==> config.mk <==
export PLATFORM = sky130hd
export DESIGN_NAME = pasr_regs
export DESIGN_NICKNAME = d
export VERILOG_FILES = /design/src/include/pasr_pkg.sv /design/src/hdl/pasr_wb_slave.sv /design/src/hdl/pasr_phy_special.sv /design/src/hdl/pasr_regs.sv
export SDC_FILE = /design/constraint.sdc
export NUM_CORES = 1
export LEC_CHECK = 0
export ABC_AREA = 1
export BUFFER_PORTS_ARGS = -buffer_cell sky130_fd_sc_hd__buf_2
export CAP_MARGIN = 30
export CORE_MARGIN = 3
export CORE_UTILIZATION = 41
export DETAILED_ROUTE_END_ITERATION = 12
export PLACE_DENSITY = 0.85
export SETUP_SLACK_MARGIN = 0.2
export SKIP_CTS_REPAIR_TIMING = 1
export SLEW_MARGIN = 20
export SYNTH_ARGS = -nofsm -noshare
export SYNTH_HDL_FRONTEND = slang
export SYNTH_SLANG_ARGS = --single-unit
==> constraint.sdc <==
create_clock -name clk_i -period 2.82 [get_ports clk_i]
set_input_delay 0.141 -clock clk_i [delete_from_list [all_inputs] [get_ports clk_i]]
set_output_delay 0.141 -clock clk_i [all_outputs]
set_load 0.05 [all_outputs]
==> src/include/pasr_pkg.sv <==
/*
 * Constants for the PHY advertisement and special control register bank.
 * Assumes a 32-bit classic Wishbone host bus; each register index is
 * four times smaller than its byte address.
 */
package pasr_pkg;
   // Register indices; byte address is index times four
   localparam logic [7:0] PHY2_IDENT_HIGH_IDX        = 8'h5e;
   localparam logic [7:0] PHY2_AUTONEG_ADVERTISE_IDX = 8'h60;
   localparam logic [7:0] PHY2_PARTNER_ABILITY_IDX   = 8'h62;
   localparam logic [7:0] RESERVED_A_IDX             = 8'h64;
   localparam logic [7:0] PHY1_SPECIAL_CTRL_IDX      = 8'h66;
   localparam logic [7:0] RESERVED_B_IDX             = 8'h68;
   localparam logic [7:0] PHY2_SPECIAL_CTRL_IDX      = 8'h6a;

   localparam int unsigned ADR_W = 10;
   localparam int unsigned REG_W = 16;

   // Advertisement word fields
   localparam int unsigned ADV_PAUSE_BIT  = 10;
   localparam int unsigned ADV_RSVD9_BIT  = 9;
   localparam int unsigned ADV_ABIL_LSB   = 5;
   localparam int unsigned ADV_ABIL_W     = 4;
   localparam logic [4:0]  ADV_SELECTOR   = 5'h01;
   localparam logic        ADV_PAUSE_RST  = 1'b1;
   localparam logic [3:0]  ADV_ABIL_RST   = 4'hf;
   localparam logic        ADV_RSVD9_RST  = 1'b0;

   // Partner ability word fields
   localparam int unsigned LP_PAUSE_BIT   = 10;
   localparam int unsigned LP_ABIL_LSB    = 5;
   localparam logic [4:0]  LP_RSVD_LOW    = 5'h01;

   // Control word four alias positions
   localparam int unsigned CR4_PAUSE_BIT  = 4;
   localparam int unsigned CR4_W          = 5;

   // Port status word positions
   localparam int unsigned STS_POL_BIT    = 13;
   localparam int unsigned STS_MDIX_BIT   = 7;
   localparam int unsigned STS_LP_W       = 5;

   // Special control word fields
   localparam int unsigned SPC_POL_BIT    = 5;
   localparam int unsigned SPC_MDIX_BIT   = 4;
   localparam int unsigned SPC_FORCE_BIT  = 3;
   localparam int unsigned SPC_EEE_BIT    = 2;
   localparam int unsigned SPC_LOOP_BIT   = 1;
   localparam int unsigned SPC_RSVD0_BIT  = 0;
   localparam logic        SPC_FORCE_RST  = 1'b0;
   localparam logic        SPC_EEE_RST    = 1'b1;
   localparam logic        SPC_LOOP_RST   = 1'b0;
   localparam logic        SPC_RSVD0_RST  = 1'b0;
endpackage : pasr_pkg

==> src/hdl/pasr_wb_slave.sv <==
/*
 * Classic Wishbone slave front end: one registered ack per request.
 * Assumes a master that holds the request until it samples ack.
 */
`timescale 1ns/10ps
module pasr_wb_slave
   import pasr_pkg::*;
(
   input  wire logic             clk_i,
   input  wire logic             rst_i,
   input  wire logic             cyc_i,
   input  wire logic             stb_i,
   input  wire logic             we_i,
   input  wire logic [ADR_W-1:0] adr_i,
   output logic                  ack_o,
   output logic                  load_o,
   output logic                  wr_o,
   output logic [7:0]            idx_o
);
   logic ack;
   logic next_ack;

   // Ack drops the cycle after it was given, so no double answer
   always_comb begin
      next_ack = cyc_i & stb_i & ~ack;
   end

   always_ff @(posedge clk_i) begin
      if (rst_i) begin
         ack <= 1'b0;
      end else begin
         ack <= next_ack;
      end
   end

   assign ack_o  = ack;
   assign load_o = next_ack;
   assign wr_o   = ack & cyc_i & stb_i & we_i;
   assign idx_o  = adr_i[ADR_W-1:2];
endmodule : pasr_wb_slave

==> src/hdl/pasr_phy_special.sv <==
/*
 * One PHY special control and status word with its alias port.
 * Assumes status bits arrive from logic on the same clock.
 */
`timescale 1ns/10ps
module pasr_phy_special
   import pasr_pkg::*;
(
   input  wire logic             clk_i,
   input  wire logic             rst_i,
   input  wire logic             bus_wr_i,
   input  wire logic             bus_lo_i,
   input  wire logic [REG_W-1:0] bus_wdata_i,
   input  wire logic             alias_wr_i,
   input  wire logic             alias_force_i,
   input  wire logic             alias_loop_i,
   input  wire logic [REG_W-1:0] status_word_i,
   output logic [REG_W-1:0]      rdata_o,
   output logic                  force_link_o,
   output logic                  loopback_o,
   output logic                  eee_enable_o
);
   logic force_link;
   logic eee_off;
   logic loopback;
   logic rsvd0;
   logic next_force_link;
   logic next_eee_off;
   logic next_loopback;
   logic next_rsvd0;

   always_comb begin
      next_force_link = force_link;
      next_eee_off    = eee_off;
      next_loopback   = loopback;
      next_rsvd0      = rsvd0;
      // Alias first, so a same-cycle bus write wins
      if (alias_wr_i) begin
         next_force_link = alias_force_i;
         next_loopback   = alias_loop_i;
      end
      if (bus_wr_i && bus_lo_i) begin
         next_force_link = bus_wdata_i[SPC_FORCE_BIT];
         next_eee_off    = bus_wdata_i[SPC_EEE_BIT];
         next_loopback   = bus_wdata_i[SPC_LOOP_BIT];
         next_rsvd0      = bus_wdata_i[SPC_RSVD0_BIT];
      end
   end

   always_ff @(posedge clk_i) begin
      if (rst_i) begin
         force_link <= SPC_FORCE_RST;
         eee_off    <= SPC_EEE_RST;
         loopback   <= SPC_LOOP_RST;
         rsvd0      <= SPC_RSVD0_RST;
      end else begin
         force_link <= next_force_link;
         eee_off    <= next_eee_off;
         loopback   <= next_loopback;
         rsvd0      <= next_rsvd0;
      end
   end

   always_comb begin
      rdata_o                = '0;
      rdata_o[SPC_POL_BIT]   = status_word_i[STS_POL_BIT];
      rdata_o[SPC_MDIX_BIT]  = status_word_i[STS_MDIX_BIT];
      rdata_o[SPC_FORCE_BIT] = force_link;
      rdata_o[SPC_EEE_BIT]   = eee_off;
      rdata_o[SPC_LOOP_BIT]  = loopback;
      rdata_o[SPC_RSVD0_BIT] = rsvd0;
   end

   assign force_link_o = force_link;
   assign loopback_o   = loopback;
   assign eee_enable_o = ~eee_off;
endmodule : pasr_phy_special

==> src/hdl/pasr_regs.sv <==
/*
 * Host-visible port 2 identifier high word, port 2 advertisement and
 * partner ability words, and the two PHY special control words.
 * Assumes a classic Wishbone master on the same clock, and port status
 * and alias write strobes from switch logic on the same clock.
 */
// Operation
// - Port 2 identifier high word is read-only; writes leave it unchanged.
// - Advertise pause bit 10 resets to 1, shares storage with control four bit 4.
// - Advertise bits 8..5 reset to 1, share control four bits 3..0.
// - Advertise next page and remote fault read 0; bits 14, 12-11, 9 reserved.
// - Partner bits 10, 8..5 read-only, mirror port 2 status bits 4..0.
// - Partner next page, ack, remote fault read 0; bits 4-0 read 0x01.
// - Special word bit 5 shows reversed receive polarity from status bit 13.
// - Special word bit 4 shows MDI-X state from status bit 7.
// - Special word bit 3 forces link pass, resets 0, aliases crossover bit 11.
// - Special word bit 2 resets 1; 1 disables energy efficient 10BT mode.
// - PHY 1 bit 1 loops port 1 receive to transmit, aliases bit 9.
// - PHY 2 bit 1 loops port 2 receive to transmit, aliases bit 9.
// - Special word bits 15-6 read zero; bit 0 reserved.
`timescale 1ns/10ps
module pasr_regs
   import pasr_pkg::*;
#(
   // Value is arbitrary
   parameter logic [REG_W-1:0] PHY2_IDENT_HIGH = 16'h5a5a
)
(
   input  wire logic             clk_i,
   input  wire logic             rst_i,
   input  wire logic             wb_cyc_i,
   input  wire logic             wb_stb_i,
   input  wire logic             wb_we_i,
   input  wire logic [ADR_W-1:0] wb_adr_i,
   input  wire logic [3:0]       wb_sel_i,
   input  wire logic [31:0]      wb_dat_i,
   output logic [31:0]           wb_dat_o,
   output logic                  wb_ack_o,
   input  wire logic [REG_W-1:0] port1_status_word_i,
   input  wire logic [REG_W-1:0] port2_status_word_i,
   input  wire logic             port2_cr4_wr_i,
   input  wire logic [CR4_W-1:0] port2_cr4_wdata_i,
   output logic [CR4_W-1:0]      port2_cr4_adv_o,
   input  wire logic             port1_xover_wr_i,
   input  wire logic             port1_xover_force_i,
   input  wire logic             port1_xover_loop_i,
   input  wire logic             port2_xover_wr_i,
   input  wire logic             port2_xover_force_i,
   input  wire logic             port2_xover_loop_i,
   output logic                  port1_force_link_o,
   output logic                  port1_loopback_o,
   output logic                  port1_eee_enable_o,
   output logic                  port2_force_link_o,
   output logic                  port2_loopback_o,
   output logic                  port2_eee_enable_o
);
   logic             bus_load;
   logic             bus_wr;
   logic [7:0]       bus_idx;
   logic [REG_W-1:0] wdata;

   logic             adv_pause;
   logic [3:0]       adv_abil;
   logic             adv_rsvd9;
   logic             next_adv_pause;
   logic [3:0]       next_adv_abil;
   logic             next_adv_rsvd9;

   logic [31:0]      rdata;
   logic [31:0]      next_rdata;

   logic [REG_W-1:0] adv_word;
   logic [REG_W-1:0] lp_word;

   logic [1:0]       spc_wr;
   logic [1:0]       alias_wr;
   logic [1:0]       alias_force;
   logic [1:0]       alias_loop;
   logic [REG_W-1:0] status_word [2];
   logic [REG_W-1:0] spc_rdata   [2];
   logic [1:0]       force_link;
   logic [1:0]       loopback;
   logic [1:0]       eee_enable;

   // Index match used by every write decode and by the read mux
   function automatic logic hit(input logic [7:0] idx, input logic [7:0] reg_idx);
      hit = (idx == reg_idx);
   endfunction : hit

   pasr_wb_slave u_wb (
      .clk_i  (clk_i),
      .rst_i  (rst_i),
      .cyc_i  (wb_cyc_i),
      .stb_i  (wb_stb_i),
      .we_i   (wb_we_i),
      .adr_i  (wb_adr_i),
      .ack_o  (wb_ack_o),
      .load_o (bus_load),
      .wr_o   (bus_wr),
      .idx_o  (bus_idx)
   );

   assign wdata = wb_dat_i[REG_W-1:0];

   // Advertisement storage, shared with control word four
   always_comb begin
      next_adv_pause = adv_pause;
      next_adv_abil  = adv_abil;
      next_adv_rsvd9 = adv_rsvd9;
      if (port2_cr4_wr_i) begin
         next_adv_pause = port2_cr4_wdata_i[CR4_PAUSE_BIT];
         next_adv_abil  = port2_cr4_wdata_i[ADV_ABIL_W-1:0];
      end
      // Bus write last, so it wins a collision with the alias
      if (bus_wr && hit(bus_idx, PHY2_AUTONEG_ADVERTISE_IDX)) begin
         if (wb_sel_i[1]) begin
            next_adv_pause = wdata[ADV_PAUSE_BIT];
            next_adv_rsvd9 = wdata[ADV_RSVD9_BIT];
            next_adv_abil[3] = wdata[ADV_ABIL_LSB+3];
         end
         if (wb_sel_i[0]) begin
            next_adv_abil[2:0] = wdata[ADV_ABIL_LSB+2:ADV_ABIL_LSB];
         end
      end
   end

   always_ff @(posedge clk_i) begin
      if (rst_i) begin
         adv_pause <= ADV_PAUSE_RST;
         adv_abil  <= ADV_ABIL_RST;
         adv_rsvd9 <= ADV_RSVD9_RST;
      end else begin
         adv_pause <= next_adv_pause;
         adv_abil  <= next_adv_abil;
         adv_rsvd9 <= next_adv_rsvd9;
      end
   end

   assign port2_cr4_adv_o = {adv_pause, adv_abil};

   // Next page, remote fault and reserved bits 14, 12-11 stay zero; reserved bit 9 is stored
   always_comb begin
      adv_word                = '0;
      adv_word[ADV_PAUSE_BIT] = adv_pause;
      adv_word[ADV_RSVD9_BIT] = adv_rsvd9;
      adv_word[ADV_ABIL_LSB +: ADV_ABIL_W] = adv_abil;
      adv_word[4:0]           = ADV_SELECTOR;
   end

   // Partner word is a live view of the port 2 status
   always_comb begin
      lp_word               = '0;
      lp_word[LP_PAUSE_BIT] = port2_status_word_i[CR4_PAUSE_BIT];
      lp_word[LP_ABIL_LSB +: ADV_ABIL_W] =
         port2_status_word_i[ADV_ABIL_W-1:0];
      lp_word[4:0]          = LP_RSVD_LOW;
   end

   assign status_word[0] = port1_status_word_i;
   assign status_word[1] = port2_status_word_i;
   assign alias_wr       = {port2_xover_wr_i, port1_xover_wr_i};
   assign alias_force    = {port2_xover_force_i, port1_xover_force_i};
   assign alias_loop     = {port2_xover_loop_i, port1_xover_loop_i};

   // Special bits all sit in the low byte, so only lane 0 matters
   assign spc_wr[0] = bus_wr & hit(bus_idx, PHY1_SPECIAL_CTRL_IDX);
   assign spc_wr[1] = bus_wr & hit(bus_idx, PHY2_SPECIAL_CTRL_IDX);

   generate
      for (genvar p = 0; p < 2; p++) begin : g_phy
         pasr_phy_special u_spc (
            .clk_i         (clk_i),
            .rst_i         (rst_i),
            .bus_wr_i      (spc_wr[p]),
            .bus_lo_i      (wb_sel_i[0]),
            .bus_wdata_i   (wdata),
            .alias_wr_i    (alias_wr[p]),
            .alias_force_i (alias_force[p]),
            .alias_loop_i  (alias_loop[p]),
            .status_word_i (status_word[p]),
            .rdata_o       (spc_rdata[p]),
            .force_link_o  (force_link[p]),
            .loopback_o    (loopback[p]),
            .eee_enable_o  (eee_enable[p])
         );
      end
   endgenerate

   assign port1_force_link_o = force_link[0];
   assign port2_force_link_o = force_link[1];
   assign port1_loopback_o   = loopback[0];
   assign port2_loopback_o   = loopback[1];
   assign port1_eee_enable_o = eee_enable[0];
   assign port2_eee_enable_o = eee_enable[1];

   // Read data captured as ack rises; unmapped and reserved read zero
   always_comb begin
      next_rdata = rdata;
      if (bus_load) begin
         next_rdata = '0;
         if (!wb_we_i) begin
            unique case (1'b1)
               hit(bus_idx, PHY2_IDENT_HIGH_IDX):
                  next_rdata[REG_W-1:0] = PHY2_IDENT_HIGH;
               hit(bus_idx, PHY2_AUTONEG_ADVERTISE_IDX):
                  next_rdata[REG_W-1:0] = adv_word;
               hit(bus_idx, PHY2_PARTNER_ABILITY_IDX):
                  next_rdata[REG_W-1:0] = lp_word;
               hit(bus_idx, PHY1_SPECIAL_CTRL_IDX):
                  next_rdata[REG_W-1:0] = spc_rdata[0];
               hit(bus_idx, PHY2_SPECIAL_CTRL_IDX):
                  next_rdata[REG_W-1:0] = spc_rdata[1];
               default:
                  next_rdata = '0;
            endcase
         end
      end
   end

   always_ff @(posedge clk_i) begin
      if (rst_i) begin
         rdata <= '0;
      end else begin
         rdata <= next_rdata;
      end
   end

   assign wb_dat_o = rdata;
endmodule : pasr_regs

; Word-level counts from Yosys, hierarchy flattened
; Cells that the tools add are included.
[classes]
n_eq_ne = 5
mux = 17
bitwise_logic = 10
n_reduce_logical = 6
[ops]
columns = operator, count
row1 = $pmux 15 s5, 1
row2 = $eq 8x7->1 const B, 5
row3 = $mux 15, 1
row4 = $mux 1, 12
row5 = $mux 4, 2
row6 = $and 1x1->1, 7
row7 = $reduce_bool 2->1, 2
row8 = $logic_and 1x1->1, 3
row9 = $mux 3, 1
row10 = $not 1->1, 3
row11 = $reduce_and 2->1, 1
[totals]
ff_bits = 47
word_cells = 51

; Longest topological paths before layout
; Gate-level depths: netlist of the first run.
[depth]
word_depth = 6
depth_mapped = 10
mapped_depth_nobuf = 9

; Cells and area by module
; A second synthesis of the first run with hierarchy kept.
[hier_totals]
cells_unflattened = 360
area_unflattened_um2 = 2333.5
[by_module_without_submodules]
columns = module, instances, cells_each, area_per_inst_um2, seq_area_each_um2
row1 = pasr_regs, 1, 256, 1607.8, 440.4
row2 = pasr_phy_special, 2, 45, 309.0, 80.1
row3 = pasr_wb_slave, 1, 14, 107.6, 20.0

; Least setup slack after synthesis of the first run
; No wires, ideal clock.
[synth_path]
kind = reg2reg
from = reg u_wb.ack (netlist: u_wb.ack_o)
to = reg g_phy[0].u_spc.force_link
setup_ns = 0.126
t_arrival_ns = 1.418
t_required_ns = 2.694
setup_slack_ns = 1.277
stages_incl_launch_ff = 8
n_path_buf = 0
period_less_slack_ns = 1.543
cell_sequence = dfxtp_1 nand2_1 nor2_1 nand2_2 nor2_4 inv_1 nand3_1 a31oi_1
[synth_between]
elab_chain_cells = 6
[synth_lines]
columns = item, line
row1 = start: declaration, pasr_wb_slave.sv:20  ; logic ack;
row2 = start signal: assignment, pasr_wb_slave.sv:32  ; ack <= next_ack;
row3 = $and 1x1->1 (*) (3 in series), pasr_wb_slave.sv:38  ; assign wr_o = ack & cyc_i & stb_i & we_i;
row4 = $and 1x1->1 (*), pasr_regs.sv:166  ; assign spc_wr[0] = bus_wr & hit(bus_idx, PHY1_SPECIAL_CTRL_IDX);
row5 = $logic_and 1x1->1 (*), pasr_phy_special.sv:42  ; if (bus_wr_i && bus_lo_i) begin
row6 = $mux 1 / $reduce_bool 2->1 (equally long branches), -
row7 = end signal: assignment, pasr_phy_special.sv:57  ; force_link <= next_force_link;
row8 = end: declaration, pasr_phy_special.sv:23  ; logic force_link;
; Every way passes the cells marked *; elsewhere a longest branch is shown, timed or not.
; A chain may end at the register's enable or synchronous reset.

; Final worst setup path of the first run
[layout_path]
from = reg u_wb.ack (netlist: u_wb.ack_o)
to = reg g_phy[0].u_spc.rsvd0
[layout_between]
elab_chain_cells = 5
[layout_lines]
columns = item, line
row1 = $and 1x1->1 (3 in series), pasr_wb_slave.sv:38
row2 = $and 1x1->1, pasr_regs.sv:166
row3 = $logic_and 1x1->1, pasr_phy_special.sv:42
row4 = end signal: assignment, pasr_phy_special.sv:60  ; rsvd0 <= next_rsvd0;
row5 = end: declaration, pasr_phy_special.sv:26  ; logic rsvd0;
; No other way between the ends.

==> impl_metrics.tcl, run 1 <==
set metrics [dict create \
    status "finished, final reports clean" \
    viasPerCell 4.75 \
    p_per_area_mw_per_mm2 404 \
    gr-total-overflow 0 \
    n_fill_cell 394 \
    synth_area_leaders "dfxtp_1, nand2_1, nand3_1" \
    fp.dieW_um 68.9 \
    rsz0062_at_grt "no" \
    crit_start "u_wb.ack_o" \
    antenna_found_initial 0 \
    diodes 0 \
    post_synth.cell_area_avg_um2 6.76 \
    power.leakage_uw 0.00104 \
    seq_power_share_pct 49.8 \
    clockBufferDepth 2 \
    grt_pass1_wl_um 6180 \
    finalSetupViolCount 0 \
    clk_latency_ns 0.27 \
    worstHoldPathType "in2reg" \
    fin_ws_ns 1.39 \
    worstHoldStart "wb_dat_i[10]" \
    vias 1675 \
    final_layout_size_suffix_gt1_share_pct 32.1 \
    hold_depth 3 \
    critical_path_arrival_ns 1.60 \
    maxCapViolCount 0 \
    met1Wirelength_um 1750 \
    ir_worst_vdd_mv 0.191 \
    switching_power_uw 262 \
    dr_wl_met3_um 339 \
    num_rows 22 \
    finalCriticalPeriod_ns 1.43 \
    wl_met2_um 1990 \
    regArea_um2 541 \
    num_io_pins 139 \
    crit_required_ns 2.99 \
    final_common_cell "buf_2" \
    die_area_mm2 0.00475 \
    yosys.cell_types.count 28 \
    multi_input_area_um2 842 \
    p_comb_share_pct 22.9 \
    p_int_uw 532 \
    clkPwrFrac_pct 27.4 \
    place.gp.congestion 0.876 \
    wl_um 4100 \
    start_kind "register" \
    initial_core_util_pct 43.3 \
    grt_max_degree 17 \
    cp-end-kind "register" \
    fp.dieH_um 68.9 \
    cts.sinks 27 \
    min_period_over_period_pct 50.7 \
    wl_per_cell_um 11.6 \
    drtIter0Drc 136 \
    clkSlewWorstSetupHoldPaths_ns 0.09 \
    drt_pre_antenna_iters 4 \
    worst-path-max-fanout 7 \
    drc 0 \
    clock_skew_ns 0.00522 \
    grt_pass1_vias 1426 \
    finalHoldViolCount 0 \
    synth.largest_area_cell "dfxtp_1" \
    finalSetupTns_ns 0 \
    fmaxAchievable_mhz 699 \
    final_cell_mix "buf_2, nand2_1, nand3_1" \
    synth-seq-cells 27 \
    timing.rr.end "g_phy[0].u_spc.rsvd0" \
    min_to "adv_pause" \
    root_buffer "clkbuf_8" \
    ant_nets 0 \
    tritoncts "yes" \
    cts_made_buffers 3 \
    synth_cells 240 \
    r2r_cells 7 \
    synth_top_area_share_pct 33.3 \
    highest_layer "met4" \
    slew_viol_final 0 \
    netSwitchingFraction_pct 33.0 \
    final_nets 401 \
    grt_use_total_pct 17.2 \
    htree_levels 1 \
    critical_path_class "reg2reg" \
    core_mm2 0.00374 \
    ys.warnings.count 0 \
    synth.cell_area_mm2 0.00162 \
    regToRegSetupSlack_ns 1.39 \
    r2r-start "u_wb.ack_o" \
    post-place-ws_ns 1.38 \
    area_delta_synth_final_pct 21.0 \
    seq_area_frac_synth_pct 33.3 \
    dp_hpwl_um 3200 \
    portBuffers 71 \
]
-- power groups by stage --
stage          clock network [uW]  logic (uW)  registers, uW
2_1_floorplan                   0         124            429
3_3_place_gp                    0         179            404
3_5_place_dp                    0         181            404
4_1_cts                       220         181            395
5_1_grt                       237         196            396
6_report                      217         182            395
-- synthesized netlist by cell type (all sizes together) --
cell type	number
a21oi	13
a31oi	2
buf	23
clkbuf	5
clkinv	1
conb	1
dfxtp	27
inv	29
mux2	1
nand2	60
nand3	33
nand4	2
nor2	23
nor3	1
o211ai	4
o21ai	15
-- worst max-delay path, stage by stage, from the launching register on --
cell     delay (ns)
dfxtp_1        0.35
nand2_1        0.06
nor2_1         0.24
nand2_2        0.20
nor2_4         0.23
inv_1          0.10
nor2_1         0.10
nor2_1         0.06
-- sequential cells by signal (all words and copies together), names as in the netlist --
register / cells
g_phy.u_spc.rsvd0: 2
wb_dat_o: 12
adv_rsvd9: 1
adv_pause: 1
g_phy.u_spc.eee_off: 2
u_wb.ack_o: 1
g_phy.u_spc.loopback_o: 2
adv_abil: 4
g_phy.u_spc.force_link_o: 2
-- metal layers --
| metal | vias to the layer above | track usage (%) |
|---|---|---|
| met1 | 744 | 21.7 |
| met5 | - | 0 |
| li1 | 859 | - |
| met2 | 67 | 29.0 |
| met3 | 5 | 4.05 |
| met4 | 0 | 5.11 |
-- area by class of cell --
| class | instances | area share [%] |
|---|---|---|
| repair buffers | 72 | 18.5 |
| well taps | 48 | 3.06 |
| clock inverters | 1 | 0.255 |
| inverters | 30 | 5.73 |
| multi-input cells | 172 | 42.9 |
| clock buffers | 3 | 2.10 |
| flip-flops and latches | 27 | 27.5 |
-- through the flow --
step	hold WS, ns	total power [uW]	utilization, %	std cells	area [um^2]
3_3_place_gp	0.348	583	51.2	349	1920
3_5_place_dp	0.351	585	51.2	349	1920
6_report	0.0699	794	52.5	353	1960
4_1_cts	0.0707	796	52.5	353	1960
2_1_floorplan	0.254	553	-	257	1690
5_1_grt	0.0689	829	52.5	353	1960
-- worst max path at each step --
stage,end,depth (start not counted)
2_1_floorplan,g_phy[0].u_spc.force_link_o,7
3_3_place_gp,g_phy[0].u_spc.loopback_o,9
3_5_place_dp,g_phy[0].u_spc.force_link_o,9
4_1_cts,g_phy[0].u_spc.rsvd0,7
5_1_grt,g_phy[0].u_spc.loopback_o,7
6_report,g_phy[0].u_spc.rsvd0,7
-- cell families after synthesis --
group                  share of synthesized area (%)
other                                          0.231
AO/OA/AOI/OAI                                   11.7
AND/OR/NAND/NOR                                 35.3
flip-flops                                      33.3
buffers and inverters                           18.7
multiplexers                                   0.694
Power figures use the tool's default switching activity.
==> run 2: changes to the inputs <==
--- a/config.mk
+++ b/config.mk
@@ -9,9 +9,9 @@
 export BUFFER_PORTS_ARGS = -buffer_cell sky130_fd_sc_hd__buf_2
 export CAP_MARGIN = 30
 export CORE_MARGIN = 3
-export CORE_UTILIZATION = 41
+export CORE_UTILIZATION = 34
 export DETAILED_ROUTE_END_ITERATION = 12
-export PLACE_DENSITY = 0.85
+export PLACE_DENSITY = 0.76
 export SETUP_SLACK_MARGIN = 0.2
 export SKIP_CTS_REPAIR_TIMING = 1
 export SLEW_MARGIN = 20
==> constraint.sdc (replaced) <==
create_clock -name clk_i -period 1.2 [get_ports clk_i]
set_input_delay 0.06 -clock clk_i [delete_from_list [all_inputs] [get_ports clk_i]]
set_output_delay 0.06 -clock clk_i [all_outputs]
set_load 0.05 [all_outputs]
==> run 2 against run 1 <==
Against the previous run: sequential power rose by 140%; critical path depth fell by 1; register-to-register slack got worse by 1.4 ns; power rose by 140%; via count rose by 0.48%; the flow now finishes with violations (negative hold slack, negative setup slack); critical path type unchanged; hold slack got worse by 0.077 ns; fmax rose by 17%; wire length rose by 2.7%; non-clock buffer count rose by 7; utilization fell by 5.5 points; global-route usage fell by 2.3 points; cell count rose by 3.1%.
==> impl_metrics.tcl, run 2 (synthesis results as in run 1) <==
set metrics [dict create \
    num_rows 24 \
    gr-total-overflow 0 \
    portBuffers 71 \
    start_kind "register" \
    final_nets 408 \
    hold_depth 3 \
    antenna_found_initial 0 \
    fp.dieW_um 75.1 \
    final_layout_size_suffix_gt1_share_pct 38.8 \
    die_area_mm2 0.00564 \
    vias 1683 \
    worst-path-max-fanout 6 \
    wl_per_cell_um 11.6 \
    slew_viol_final 0 \
    rsz0062_at_grt "yes" \
    min_to "adv_abil[1]" \
    fmaxAchievable_mhz 821 \
    placed_area_mm2 0.00199 \
    grt_max_degree 17 \
    tritoncts "yes" \
    dp_hpwl_um 3390 \
    worstHoldPathType "in2reg" \
    grt_pass1_vias 1474 \
    wl_um 4210 \
    num_io_pins 139 \
    stdcell_area_mm2 0.00210 \
    cp-end-kind "register" \
    crit_start "u_wb.ack_o" \
    finalSetupTns_ns -0.0201 \
    min_period_over_period_pct 101 \
    status "finished, violations left" \
    clock_skew_ns 0.00560 \
    regToRegSetupSlack_ns -0.02 \
    clkSlewWorstSetupHoldPaths_ns 0.10 \
    area_delta_synth_final_pct 29.5 \
    diodes 0 \
    core_mm2 0.00447 \
    initial_core_util_pct 36.3 \
    clockBufferDepth 2 \
    n_fill_cell 475 \
    drt_pre_antenna_iters 4 \
    cts_made_buffers 3 \
    cts.sinks 27 \
    timing.rr.end "g_phy[0].u_spc.eee_off" \
    critical_path_arrival_ns 1.37 \
    finalSetupViolCount 2 \
    hold_ws_ns -0.00681 \
    final_common_cell "buf_2" \
    viasPerCell 4.62 \
    ir_worst_vdd_mv 0.431 \
    maxCapViolCount 0 \
    drc 0 \
    final_cell_mix "buf_2, nand2_1, nand3_1" \
    final_core_util_pct 47.0 \
    largest_register_ff_count 12 \
    htree_levels 1 \
    finalCriticalPeriod_ns 1.22 \
    root_buffer "clkbuf_8" \
    drtIter0Drc 43 \
    place.gp.congestion 0.815 \
    r2r-start "u_wb.ack_o" \
    p_per_area_mw_per_mm2 915 \
    power.leakage_uw 0.00111 \
    critical_path_class "reg2reg" \
    grt_pass1_wl_um 6510 \
    worstHoldStart "wb_dat_i[6]" \
    ant_nets 0 \
    crit_required_ns 1.35 \
    clk_latency_ns 0.28 \
    r2r_cells 6 \
    finalHoldViolCount 2 \
    failed_checks "negative hold slack, negative setup slack" \
    grt_use_total_pct 14.9 \
    post-place-ws_ns -0.00148 \
    fp.dieH_um 75.1 \
    fin_ws_ns -0.0177 \
]
run 2: layout make-up:
type | count | area [um^2] | share of cell area [%]
Tap cell | 52 | 65.1 | 3.10
Clock inverter | 1 | 7.51 | 0.357
Clock buffer | 3 | 41.3 | 1.96
Timing Repair Buffer | 79 | 439 | 20.9
Multi-Input combinational cell | 172 | 885 | 42.1
Inverter | 30 | 113 | 5.36
Sequential cell | 27 | 552 | 26.2
run 2: how the worst max path moves through the flow:
| stage | endpoint | depth (start not counted) | slack, ns |
|---|---|---|---|
| floorplan | g_phy[0].u_spc.force_link_o | 7 | -0.006 |
| global placement | g_phy[0].u_spc.rsvd0 | 9 | 0.007 |
| detailed placement | g_phy[0].u_spc.force_link_o | 9 | -0.001 |
| CTS | g_phy[0].u_spc.force_link_o | 7 | 0.004 |
| global route | g_phy[0].u_spc.force_link_o | 7 | -0.07 |
| finish | g_phy[0].u_spc.eee_off | 6 | -0.02 |
run 2: power breakdown:
group	switching, uW	internal (uW)	total [uW]
registers	14.7	916	931
logic	332	116	447
clock network	308	236	544
total	654	1270	1920
run 2: worst max-delay path: stages (launching register included):
cell      delay [ns]
dfxtp_4         0.38
nand2_4         0.05
nor2_4          0.11
nand2_4         0.11
nor2_4          0.22
buf_4           0.15
o211ai_1        0.07
run 2: per-layer routing:
layer  vias to the layer above  GRT usage, %  wire, um
met5                         -             0         0
met4                         0          4.74        35
met3                         4          2.67       336
met2                        64          25.2      1970
met1                       740          19.2      1870
li1                        875             -         -
run 2: metrics by stage:
step / hold WS, ns / total power, uW / cells
finish: -0.00681 / 1920 / 364
global route: 0.00797 / 2010 / 364
CTS: -0.0128 / 1930 / 362
detailed placement: 0.284 / 1390 / 358
global placement: 0.282 / 1380 / 358
floorplan: 0.180 / 1310 / 257
